### src/core/dspadc_pkg.sv
// Shared constants of the dual simultaneous-sampling converter host port.
package dspadc_pkg;

	// Width of one conversion result on the parallel bus.
	localparam int SAMPLE_W     = 14;
	// Depth of the result buffer between the converter and the read port.
	localparam int FIFO_DEPTH   = 32;

	// System clock period in nanoseconds (50 MHz).
	localparam int CLK_PERIOD_NS = 20;
	// Longest time from conversion start to results ready, 5.2 us.
	localparam int CONV_TIME_NS  = 5200;
	// Longest time rounds down to whole cycles.
	localparam int CONV_CYCLES   = CONV_TIME_NS / CLK_PERIOD_NS;
	// Cycles spent writing the two results into the buffer.
	localparam int PUSH_CYCLES   = 2;
	// Width of the conversion cycle counter.
	localparam int CNT_W         = $clog2(CONV_CYCLES + 1);
	// Last count value of the converting phase.
	localparam logic [CNT_W-1:0] CONV_LAST = CNT_W'(CONV_CYCLES - PUSH_CYCLES - 1);
	// Counter start value.
	localparam logic [CNT_W-1:0] CNT_ZERO  = '0;

	// Idle level of an active-low pin held in a synchroniser at reset.
	localparam logic PIN_IDLE_N = 1'h1;
	// Reset value of the channel-group select synchroniser (group A).
	localparam logic GROUP_A    = 1'h0;
	// Reset value of the result bus register.
	localparam logic [SAMPLE_W-1:0] DATA_RESET = '0;

	// Sequencer states.
	typedef enum logic [1:0] {
		ST_SLEEP,
		ST_CONVERT,
		ST_FIRST,
		ST_SECOND
	} dspadc_state_t;

endpackage : dspadc_pkg

### src/core/dspadc_stream_if.sv
`timescale 1ns/100ps
// Valid/ready word stream between the sequencer, the buffer and the read port.
interface dspadc_stream_if #(
	parameter int W = dspadc_pkg::SAMPLE_W
);
	logic         valid;  // Source offers a word.
	logic         ready;  // Sink takes the word this cycle if valid.
	logic [W-1:0] data;   // Offered word.

	// Side that produces words.
	modport src (output valid, output data, input ready);
	// Side that consumes words.
	modport snk (input valid, input data, output ready);
endinterface : dspadc_stream_if

### src/core/dspadc_fifo.sv
`timescale 1ns/100ps
// Flip-flop buffer with valid/ready on both sides and honest full and empty.
module dspadc_fifo #(
	parameter int WIDTH = dspadc_pkg::SAMPLE_W,
	parameter int DEPTH = dspadc_pkg::FIFO_DEPTH
) (
	input wire logic    clk,
	input wire logic    rst,
	dspadc_stream_if.snk inPort,
	dspadc_stream_if.src outPort
);
	import dspadc_pkg::*;

	localparam int PTR_W = $clog2(DEPTH);

	logic [WIDTH-1:0] mem [DEPTH];  // Storage, addressed by the pointers.
	logic [PTR_W-1:0] wrPtr;        // Next slot to write.
	logic [PTR_W-1:0] rdPtr;        // Oldest stored word.
	logic [PTR_W:0]   count;        // Number of stored words.
	logic             wrFire;       // A word enters this cycle.
	logic             rdFire;       // A word leaves this cycle.

	// Advances a pointer with wrap at the buffer depth.
	function automatic logic [PTR_W-1:0] nextPtr(input logic [PTR_W-1:0] p);
		return (p == PTR_W'(DEPTH - 1)) ? '0 : PTR_W'(p + 1'h1);
	endfunction : nextPtr

	// Full refuses writes, empty withholds valid.
	assign inPort.ready  = (count != (PTR_W + 1)'(DEPTH));
	assign outPort.valid = (count != '0);
	assign outPort.data  = mem[rdPtr];
	assign wrFire        = inPort.valid && inPort.ready;
	assign rdFire        = outPort.valid && outPort.ready;

	// Stores an accepted word; storage needs no reset.
	always_ff @(posedge clk) begin
		if (wrFire) begin
			mem[wrPtr] <= inPort.data;
		end
	end

	// Pointer and occupancy bookkeeping.
	always_ff @(posedge clk or posedge rst) begin
		if (rst) begin
			wrPtr <= '0;
			rdPtr <= '0;
			count <= '0;
		end else begin
			if (wrFire) begin
				wrPtr <= nextPtr(wrPtr);
			end
			if (rdFire) begin
				rdPtr <= nextPtr(rdPtr);
			end
			if (wrFire && !rdFire) begin
				count <= (PTR_W + 1)'(count + 1'h1);
			end else if (rdFire && !wrFire) begin
				count <= (PTR_W + 1)'(count - 1'h1);
			end
		end
	end
endmodule : dspadc_fifo

### src/core/dspadc_top.sv
`timescale 1ns/100ps
// Operation
// - start holds both inputs and converts together
// - busy falling marks both results ready
// - group select level picks group A or B
// - first read returns the group's first input
// - second read returns the group's second input
// - 14-bit bus, qualified by chip select and read
// - results ready within 5.2 us of start unless the result buffer is full
// - power down after conversion, wake at start
module dspadc_top #(
	parameter int DATA_W     = dspadc_pkg::SAMPLE_W,
	parameter int FIFO_DEPTH = dspadc_pkg::FIFO_DEPTH
) (
	input  wire logic              clk,
	input  wire logic              rst,
	input  wire logic              conversionStartN,
	input  wire logic              channelGroupSelect,
	input  wire logic              chipSelectN,
	input  wire logic              readStrobeN,
	input  wire logic [DATA_W-1:0] groupAFirstInput,
	input  wire logic [DATA_W-1:0] groupASecondInput,
	input  wire logic [DATA_W-1:0] groupBFirstInput,
	input  wire logic [DATA_W-1:0] groupBSecondInput,
	output logic                   busy,
	output logic                   powerDown,
	output logic      [DATA_W-1:0] dataOut,
	output logic                   dataOe
);
	import dspadc_pkg::*;

	// Picks the group B word when the select is high, else the group A word.
	function automatic logic [DATA_W-1:0] pickGroup(
		input logic              sel,
		input logic [DATA_W-1:0] a,
		input logic [DATA_W-1:0] b
	);
		return sel ? b : a;
	endfunction : pickGroup

	// Pin synchronisers; the first stage of each feeds only the second.
	logic startMeta;        // Start pin, first stage.
	logic startSync;        // Start pin, synchronised.
	logic startPrev;        // Start pin, one cycle older, for the edge.
	logic selMeta;          // Group select, first stage.
	logic selSync;          // Group select, synchronised.
	logic csMeta;           // Chip select, first stage.
	logic csSync;           // Chip select, synchronised.
	logic rdMeta;           // Read strobe, first stage.
	logic rdSync;           // Read strobe, synchronised.
	logic readPrev;         // Read window, one cycle older.

	// Derived events.
	logic startPulse;       // Falling edge of the start pin.
	logic readActive;       // Chip select and read strobe both low.
	logic readPulse;        // First cycle of a read window.

	// Sequencer.
	dspadc_state_t   state;         // Current phase of a conversion.
	logic [CNT_W-1:0] convCount;    // Cycles spent converting.
	logic [DATA_W-1:0] heldFirst;   // Held first input of the chosen group.
	logic [DATA_W-1:0] heldSecond;  // Held second input of the chosen group.
	logic              heldSel;     // Group chosen at the start.
	logic              pushFire;    // A result enters the buffer.

	// Streams into and out of the result buffer.
	dspadc_stream_if #(.W(DATA_W)) pushBus ();
	dspadc_stream_if #(.W(DATA_W)) popBus ();

	// Two flip-flops on every control pin before any logic reads it; the group inputs are sampled directly.
	always_ff @(posedge clk or posedge rst) begin
		if (rst) begin
			startMeta <= PIN_IDLE_N;
			startSync <= PIN_IDLE_N;
			startPrev <= PIN_IDLE_N;
			selMeta   <= GROUP_A;
			selSync   <= GROUP_A;
			csMeta    <= PIN_IDLE_N;
			csSync    <= PIN_IDLE_N;
			rdMeta    <= PIN_IDLE_N;
			rdSync    <= PIN_IDLE_N;
			readPrev  <= 1'h0;
		end else begin
			startMeta <= conversionStartN;
			startSync <= startMeta;
			startPrev <= startSync;
			selMeta   <= channelGroupSelect;
			selSync   <= selMeta;
			csMeta    <= chipSelectN;
			csSync    <= csMeta;
			rdMeta    <= readStrobeN;
			rdSync    <= rdMeta;
			readPrev  <= readActive;
		end
	end

	// A start is the high-to-low change of the synchronised pin.
	assign startPulse = startPrev && !startSync;
	// A transfer exists only while both strobes are low.
	assign readActive = !csSync && !rdSync;
	assign readPulse  = readActive && !readPrev;

	// Phase sequence: sleep, convert, write first result, write second.
	always_ff @(posedge clk or posedge rst) begin
		if (rst) begin
			state <= ST_SLEEP;
		end else begin
			unique case (state)
				ST_SLEEP: begin
					// Starts during a conversion are ignored.
					if (startPulse) begin
						state <= ST_CONVERT;
					end
				end
				ST_CONVERT: begin
					if (convCount == CONV_LAST) begin
						state <= ST_FIRST;
					end
				end
				ST_FIRST: begin
					// A full buffer stalls here until the host reads.
					if (pushFire) begin
						state <= ST_SECOND;
					end
				end
				ST_SECOND: begin
					if (pushFire) begin
						state <= ST_SLEEP;
					end
				end
			endcase
		end
	end

	// Counts the converting phase; restarts at each accepted start.
	always_ff @(posedge clk or posedge rst) begin
		if (rst) begin
			convCount <= CNT_ZERO;
		end else if (state == ST_SLEEP) begin
			convCount <= CNT_ZERO;
		end else if (state == ST_CONVERT) begin
			convCount <= CNT_W'(convCount + 1'h1);
		end
	end

	// Both track/holds go to hold on the same edge with the chosen group.
	always_ff @(posedge clk or posedge rst) begin
		if (rst) begin
			heldFirst  <= DATA_RESET;
			heldSecond <= DATA_RESET;
			heldSel    <= GROUP_A;
		end else if (state == ST_SLEEP && startPulse) begin
			heldFirst  <= pickGroup(selSync, groupAFirstInput, groupBFirstInput);
			heldSecond <= pickGroup(selSync, groupASecondInput, groupBSecondInput);
			heldSel    <= selSync;
		end
	end

	// First result enters the buffer before the second, fixing read order.
	assign pushBus.valid = (state == ST_FIRST) || (state == ST_SECOND);
	assign pushBus.data  = (state == ST_FIRST) ? heldFirst : heldSecond;
	assign pushFire      = pushBus.valid && pushBus.ready;

	// Busy covers the whole conversion until both results are stored.
	always_ff @(posedge clk or posedge rst) begin
		if (rst) begin
			busy <= 1'h0;
		end else if (state == ST_SLEEP && startPulse) begin
			busy <= 1'h1;
		end else if (state == ST_SECOND && pushFire) begin
			busy <= 1'h0;
		end
	end

	// Powered down out of reset and after each conversion, awake while busy.
	always_ff @(posedge clk or posedge rst) begin
		if (rst) begin
			powerDown <= 1'h1;
		end else if (state == ST_SLEEP && startPulse) begin
			powerDown <= 1'h0;
		end else if (state == ST_SECOND && pushFire) begin
			powerDown <= 1'h1;
		end
	end

	// Result buffer between the converter and the read port.
	dspadc_fifo #(
		.WIDTH (DATA_W),
		.DEPTH (FIFO_DEPTH)
	) u_fifo (
		.clk     (clk),
		.rst     (rst),
		.inPort  (pushBus),
		.outPort (popBus)
	);

	// Each read window takes one word from the buffer, none when it is empty.
	assign popBus.ready = readPulse;

	// Latches the word for the read window; an empty buffer repeats the last.
	always_ff @(posedge clk or posedge rst) begin
		if (rst) begin
			dataOut <= DATA_RESET;
		end else if (readPulse && popBus.valid) begin
			dataOut <= popBus.data;
		end
	end

	// The bus is driven only while both strobes are seen low.
	always_ff @(posedge clk or posedge rst) begin
		if (rst) begin
			dataOe <= 1'h0;
		end else begin
			dataOe <= readActive;
		end
	end

	// Helper: busy cycle counter and a flag for a stall on a full buffer.
	logic [CNT_W:0] busyCycles;  // Edges since busy rose.
	logic           stalled;     // Buffer refused a result in this conversion.
	always_ff @(posedge clk or posedge rst) begin
		if (rst) begin
			busyCycles <= '0;
			stalled    <= 1'h0;
		end else if (!busy) begin
			busyCycles <= '0;
			stalled    <= 1'h0;
		end else begin
			busyCycles <= (CNT_W + 1)'(busyCycles + 1'h1);
			if (pushBus.valid && !pushBus.ready) begin
				stalled <= 1'h1;
			end
		end
	end
endmodule : dspadc_top

### config.mk
export PLATFORM = sky130hd
export DESIGN_NAME = dspadc_top
export DESIGN_NICKNAME = d
export VERILOG_FILES = /design/src/core/dspadc_pkg.sv /design/src/core/dspadc_stream_if.sv /design/src/core/dspadc_fifo.sv /design/src/core/dspadc_top.sv
export SDC_FILE = /design/constraint.sdc
export NUM_CORES = 1
export LEC_CHECK = 0
export BUFFER_PORTS_ARGS = -buffer_cell sky130_fd_sc_hd__clkbuf_2
export CORE_MARGIN = 4
export CORE_UTILIZATION = 55
export CTS_CLUSTER_SIZE = 25
export DETAILED_ROUTE_END_ITERATION = 10
export HOLD_SLACK_MARGIN = 0.1
export PLACE_DENSITY = 0.8
export SYNTH_ARGS = -nofsm -noshare
export SYNTH_HDL_FRONTEND = slang
export SYNTH_SLANG_ARGS = --single-unit
### constraint.sdc
create_clock -name clk -period 5.4 [get_ports clk]
set_input_delay 0.27 -clock clk [delete_from_list [all_inputs] [get_ports clk]]
set_output_delay 0.27 -clock clk [all_outputs]
set_load 0.01 [all_outputs]
==> flow_summary.ini, run 1 <==
[drt]
wl_met2_mm = 21.9
drtPass1Iterations = 6
post_drt_via_cell_ratio = 6.17
drc = 0
wl_mm = 47.3
m1WireLength_mm = 19.6
first_iter_violations = 1632
met3WireLength_mm = 4.79
dr_total_vias = 11500
topRoutingLayerUsed = met4
drtAntennaViolNets = 0
detail_route.wl_per_cell_um = 25.4

[synthesis]
ys_seq_elements = 529
synth_top_area_share_pct = 63.8
synth_edf_count = 448
syn_area_per_cell_um2 = 18.2
seq_area_frac_synth_pct = 73.5
yosys.area.top_type = edfxtp_1
syn_nets = 1240
synthFlopType = edfxtp_1
yosysUniqueCellTypes = 46
synthTopCellsByArea = edfxtp_1, mux4_2, dfrtp_1
synthMostInstantiatedCell = edfxtp_1
syn_inst = 1159
async_flop_share_pct = 15.3
synthTopCellsByCount = edfxtp_1, mux2i_1, mux4_2, dfrtp_1, nor2_1
synth_area_mm2 = 0.0211
yosys_warnings = 0

[layout]
post-route-util_pct = 64.2
final_cell_area_mm2 = 0.0242
antenna_cells = 0
nets = 1393
syn_to_final_growth_pct = 15.0
layout-drive-gt1-share_pct = 22.1

[clock_tree]
cts_setup_buffers = 0
cts_tree = yes
cts_buffers = 51
cts.hold.buffers_added = 61
cts_max_level = 2
clkSinkCount = 529
clockBufferDepth = 3
cts-root-buf = clkbuf_16
clk_pin_slew_ns = 0.06
cts_resized = 0
clock_latency_ns = 0.58

[floorplan]
num_io_pins = 79
fp.coreArea_mm2 = 0.0378
die_x_um = 204
rows = 71
die_h_um = 204
start_util_pct = 55.8
die-area_mm2 = 0.0415

[power_and_ir_drop]
power_mw = 13.6
intPower_mw = 9.04
swShare_pct = 33.5
switchingPower_mw = 4.56
p_clk_share_pct = 25.5
power.density_mw_per_mm2 = 561
power_frac_seq_pct = 45.6
ir_worst_vdd_mv = 0.490
power_frac_comb_pct = 28.9
p_leak_nw = 8.63

[job]
cap_viol_max_count = 0

[sta]
tightestPinTransition_ns = 1.34
clock.fmax_mhz = 283
setup_viol = 0
slew_headroom_pct = 10.2
hold_viol = 0
fin_worst_skew_ns = 0.0239
fin_crit_sh_pct = 65.3
maxSlewViolCount = 0
period_minus_slack_ns = 3.53
totalNegativeSetupSlack_ns = 0
rsz0062_at_grt = false

[worst_setup_path]
cp.required_ns = 5.59
start_kind = flop
cp_max_fo = 16
cp.arrival_ns = 3.71
critical-path-top-delay-family = simple AND/OR/NAND/NOR gates
startpoint = state[0]
worstSetupEndpointType = flop
cp.buffers_inverters = 2
crit_type = flop to flop
worstPathCellList = inv_1 > ha_1 > nor2_1 > a31oi_1 > buf_4 > nand2_1 > nor2_1
cpPeakStageDelay_ns = 1.07
r2r_start = state[0]
crit_path_top_delay_cell = nor2_1
crit_top_cell = nor2_1

[placed_design]
dp_hpwl_mm = 27.7
dpl_cell_area_mm2 = 0.0220
port_buffers = 78
gp_congestion = 0.851

[grt]
grt_pass1_vias = 11400
grtUsageTotal_pct = 22.9
grt_pass1_wl_mm = 71.8
antenna_found_initial = 0
grt_max_degree = 59
grt_remaining_overflow = 0

[worst_hold_path]
hp-class = input port to asynchronous set/reset pin

[outcome]
status = finished clean
-- power groups by stage --
| stage | Clock (mW) | Combinational (mW) | Sequential, mW |
|---|---|---|---|
| 2_1_floorplan | 0 | 2.57 | 6.00 |
| 3_3_place_gp | 0 | 3.65 | 6.25 |
| 3_5_place_dp | 0 | 3.79 | 6.27 |
| 4_1_cts | 3.51 | 3.89 | 6.20 |
| 5_1_grt | 3.70 | 4.22 | 6.26 |
| 6_report | 3.46 | 3.93 | 6.21 |
-- cells in the final DEF, fill, tap and decap left out, drive strengths merged, types with 13 or more instances in the layout --
cell,count
and3,16
o31ai,14
dfrtp,73
mux2i,94
o21ai,40
mux4,86
nand2,63
clkinv,15
dlygate4sd3,61
nor2,69
mux2,20
inv,14
a311oi,13
a22oi,55
ha,18
edfxtp,448
buf,28
clkbuf,152
-- registers in the layout, indices dropped and copies added (netlist names), 2 cells and up --
| register | flops |
|---|---|
| heldSecond | 14 |
| state | 2 |
| u_fifo.rdPtr | 5 |
| u_fifo.mem | 448 |
| convCount | 9 |
| heldFirst | 14 |
| u_fifo.count | 6 |
| dataOut | 14 |
| u_fifo.wrPtr | 5 |
-- worst paths after layout --
check                                endpoint  slack, ns  cells past startpoint
max reg2reg                u_fifo.mem[22][11]       1.87                      7
min in group clk                    startMeta       0.33                      2
min reg2reg                         startSync       0.36                      0
max                        u_fifo.mem[22][11]       1.87                      7
min                           u_fifo.count[5]       0.30                      3
max in group asynchronous       heldSecond[2]       4.09                      4
-- per-layer routing --
layer | global-route usage (%) | vias up
met5 | 0 | -
met4 | 5.76 | 0
met3 | 4.17 | 76
met2 | 34.5 | 729
met1 | 35.6 | 5799
li1 | - | 4913
-- final cells by class --
type	instances	area, um2
clock buffer	74	1480
tap	511	639
clock inverter	22	174
multi-input combinational	549	5190
fill	2500	13500
sequential	529	15500
timing repair buffer	167	1210
inverter	14	53.8
-- cells by family (layout without fill, tap and decap cells) --
group	count (synthesis)	in the layout	share of synthesized area, %
AND/OR/NAND/NOR	180	180	3.79
buffers and inverters	81	277	1.86
flip-flops	529	529	73.5
XOR/XNOR	13	13	0.540
adder cells (fa/ha/maj)	19	19	1.16
multiplexers	200	200	14.7
AO/OA/AOI/OAI	137	137	4.43
-- through the flow --
| step | hold slack (ns) | instances | setup slack (ns) |
|---|---|---|---|
| after floorplan | 0.274 | 1159 | 2.49 |
| after global placement | 0.322 | 1709 | 2.00 |
| after detailed placement | 0.333 | 1709 | 1.89 |
| after CTS | 0.290 | 1866 | 1.85 |
| after global routing | 0.327 | 1866 | 1.61 |
| final | 0.298 | 1866 | 1.87 |
-- tightest hold or removal path, cell delays in order --
cell	delay, ns
dlygate4sd3_1	0.53
clkbuf_2	0.11
clkinv_2	0.40
Power figures use the tool's default switching activity.
==> run 2, diff against run 1 <==
--- a/config.mk
+++ b/config.mk
@@ -11,7 +11,7 @@
 export CTS_CLUSTER_SIZE = 25
 export DETAILED_ROUTE_END_ITERATION = 10
 export HOLD_SLACK_MARGIN = 0.1
-export PLACE_DENSITY = 0.8
+export PLACE_DENSITY = 0.83
 export SYNTH_ARGS = -nofsm -noshare
 export SYNTH_HDL_FRONTEND = slang
 export SYNTH_SLANG_ARGS = --single-unit
==> constraint.sdc (replaced) <==
create_clock -name clk -period 3.05 [get_ports clk]
set_input_delay 0.1525 -clock clk [delete_from_list [all_inputs] [get_ports clk]]
set_output_delay 0.1525 -clock clk [all_outputs]
set_load 0.01 [all_outputs]
==> run 2 against run 1 <==
Effect of this change: first-iteration DRC count fell by 29%; critical path depth unchanged; via count rose by 1.4%; die area is the same; critical endpoint is now dataOut[10]; largest power group unchanged.
==> flow_summary.ini, run 2 (same netlist as run 1, synthesis figures left out) <==
[floorplan]
die_x_um = 204
die_h_um = 204
rows = 71
fp.coreArea_mm2 = 0.0378
die-area_mm2 = 0.0415
start_util_pct = 55.8
num_io_pins = 79

[layout]
largest_reg_flops = 448
largest_register = u_fifo.mem
nets = 1423
syn_to_final_growth_pct = 16.6
layout_common_cells = edfxtp_1, mux2i_1, mux4_2
post-route-util_pct = 65.1
antenna_cells = 0
final_common_cell = edfxtp_1
layout-drive-gt1-share_pct = 24.2
n_fill_cell = 2377

[clock_tree]
cts-root-buf = clkbuf_16
cts_buffers = 52
clkSinkCount = 529
cts_max_level = 2
clock_latency_ns = 0.58
cts_setup_buffers = 0
clockBufferDepth = 3
cts_tree = yes
clk_pin_slew_ns = 0.07

[grt]
grtUsageTotal_pct = 23.1
grt_pass1_vias = 12100
grt_max_degree = 59
antenna_found_initial = 0
grt_pass1_wl_mm = 72.7
grt_remaining_overflow = 0

[sta]
tightestPinTransition_ns = 1.01
totalNegativeSetupSlack_ns = 0
fin_worst_skew_ns = 0.0207
setup_viol = 0
rsz0062_at_grt = false
fin_crit_sh_pct = 89.1
clock.fmax_mhz = 368
maxSlewViolCount = 0
period_minus_slack_ns = 2.72
hold_viol = 0
slew_headroom_pct = 32.7

[worst_setup_path]
crit_type = flop to flop
reg2reg_depth = 7
worstSetupEndpointType = flop
cp.required_ns = 3.49
cp_max_fo = 46
start_kind = flop
cp.arrival_ns = 3.16

[placed_design]
gp_congestion = 0.905
dp_hpwl_mm = 28.0
port_buffers = 78

[drt]
drtAntennaViolNets = 0
drtPass1Iterations = 6
drc = 0
wl_mm = 47.6
first_iter_violations = 1160
detail_route.wl_per_cell_um = 25.1
dr_total_vias = 11700
post_drt_via_cell_ratio = 6.16

[power_and_ir_drop]
ir_worst_vdd_mv = 0.824
power.density_mw_per_mm2 = 990
p_leak_nw = 8.85

[job]
cap_viol_max_count = 0

[outcome]
status = finished clean

[worst_hold_path]
hp-class = input port to asynchronous set/reset pin
==> run 2: cell count changes in the layout (fill, tap and decap cells not counted), moves of 2 or more <==
cell / delta
buf_4: +26
clkinv_2: +5
buf_12: +3
clkbuf_1: -3
clkinvlp_4: -3
clkbuf_4: +2
clkinv_1: -2
clkinvlp_2: -2
inv_6: +2
==> run 2: report_power, final <==
part | switching (mW) | internal (mW)
clock | 2.62 | 3.69
combinational | 4.68 | 2.40
sequential | 0.726 | 10.2
==> run 2: per-stage QoR <==
step / area, um2 / std cells / total power, mW / setup slack, ns / hold slack, ns
global route: 24600 / 1897 / 25.3 / 0.138 / 0.156
floorplan: 21100 / 1159 / 15.2 / 0.142 / 0.157
global placement: 22200 / 1738 / 17.5 / 0.373 / 0.159
detailed placement: 22200 / 1738 / 17.9 / 0.157 / 0.161
finish: 24600 / 1897 / 24.3 / 0.334 / 0.129
CTS: 24600 / 1897 / 24.2 / 0.172 / 0.109
==> run 2: worst paths after layout <==
kind / from / slack, ns / endpoint
worst min register to register: csMeta / 0.36 / csSync
min in group clk: chipSelectN / 0.22 / csMeta
worst min-delay path: rst / 0.13 / convCount[5]
worst max-delay path: u_fifo.rdPtr[0] / 0.33 / dataOut[10]
worst max register to register: u_fifo.rdPtr[0] / 0.33 / dataOut[10]
max in group asynchronous: rst / 2.08 / startSync
==> run 2: layout make-up <==
class / instances / area (um2) / area share (%)
tap: 511 / 639 / 2.60
inverter: 14 / 53.8 / 0.219
multi-input combinational: 549 / 5200 / 21.2
clock buffer: 74 / 1500 / 6.12
clock inverter: 24 / 206 / 0.840
sequential: 529 / 15500 / 63.1
timing repair buffer: 196 / 1470 / 5.97
==> run 2: critical path, stage by stage (launching register included) <==
cell and delay (ns):
dfrtp_4 0.67, buf_12 0.31, buf_12 0.35, buf_4 0.31, mux2i_1 0.27, a22oi_1 0.13
a311oi_1 0.38, o31ai_1 0.12
==> run 2: routing by layer <==
layer / vias up / part of all wire (%) / GRT usage [%]
met5: - / 0 / 0
met4: 0 / 3.8 / 8.26
met2: 672 / 49 / 37.6
met1: 5927 / 37 / 31.5
met3: 115 / 9.5 / 4.60
li1: 4966 / - / -
==> run 2: repair_timing <==
item / 4_1_cts / 5_1_grt
hold buffers: 61 / 0
endpoints found under the setup margin: 0 / 1
endpoints found under the hold margin: 109 / 0
resized for setup: 0 / 1
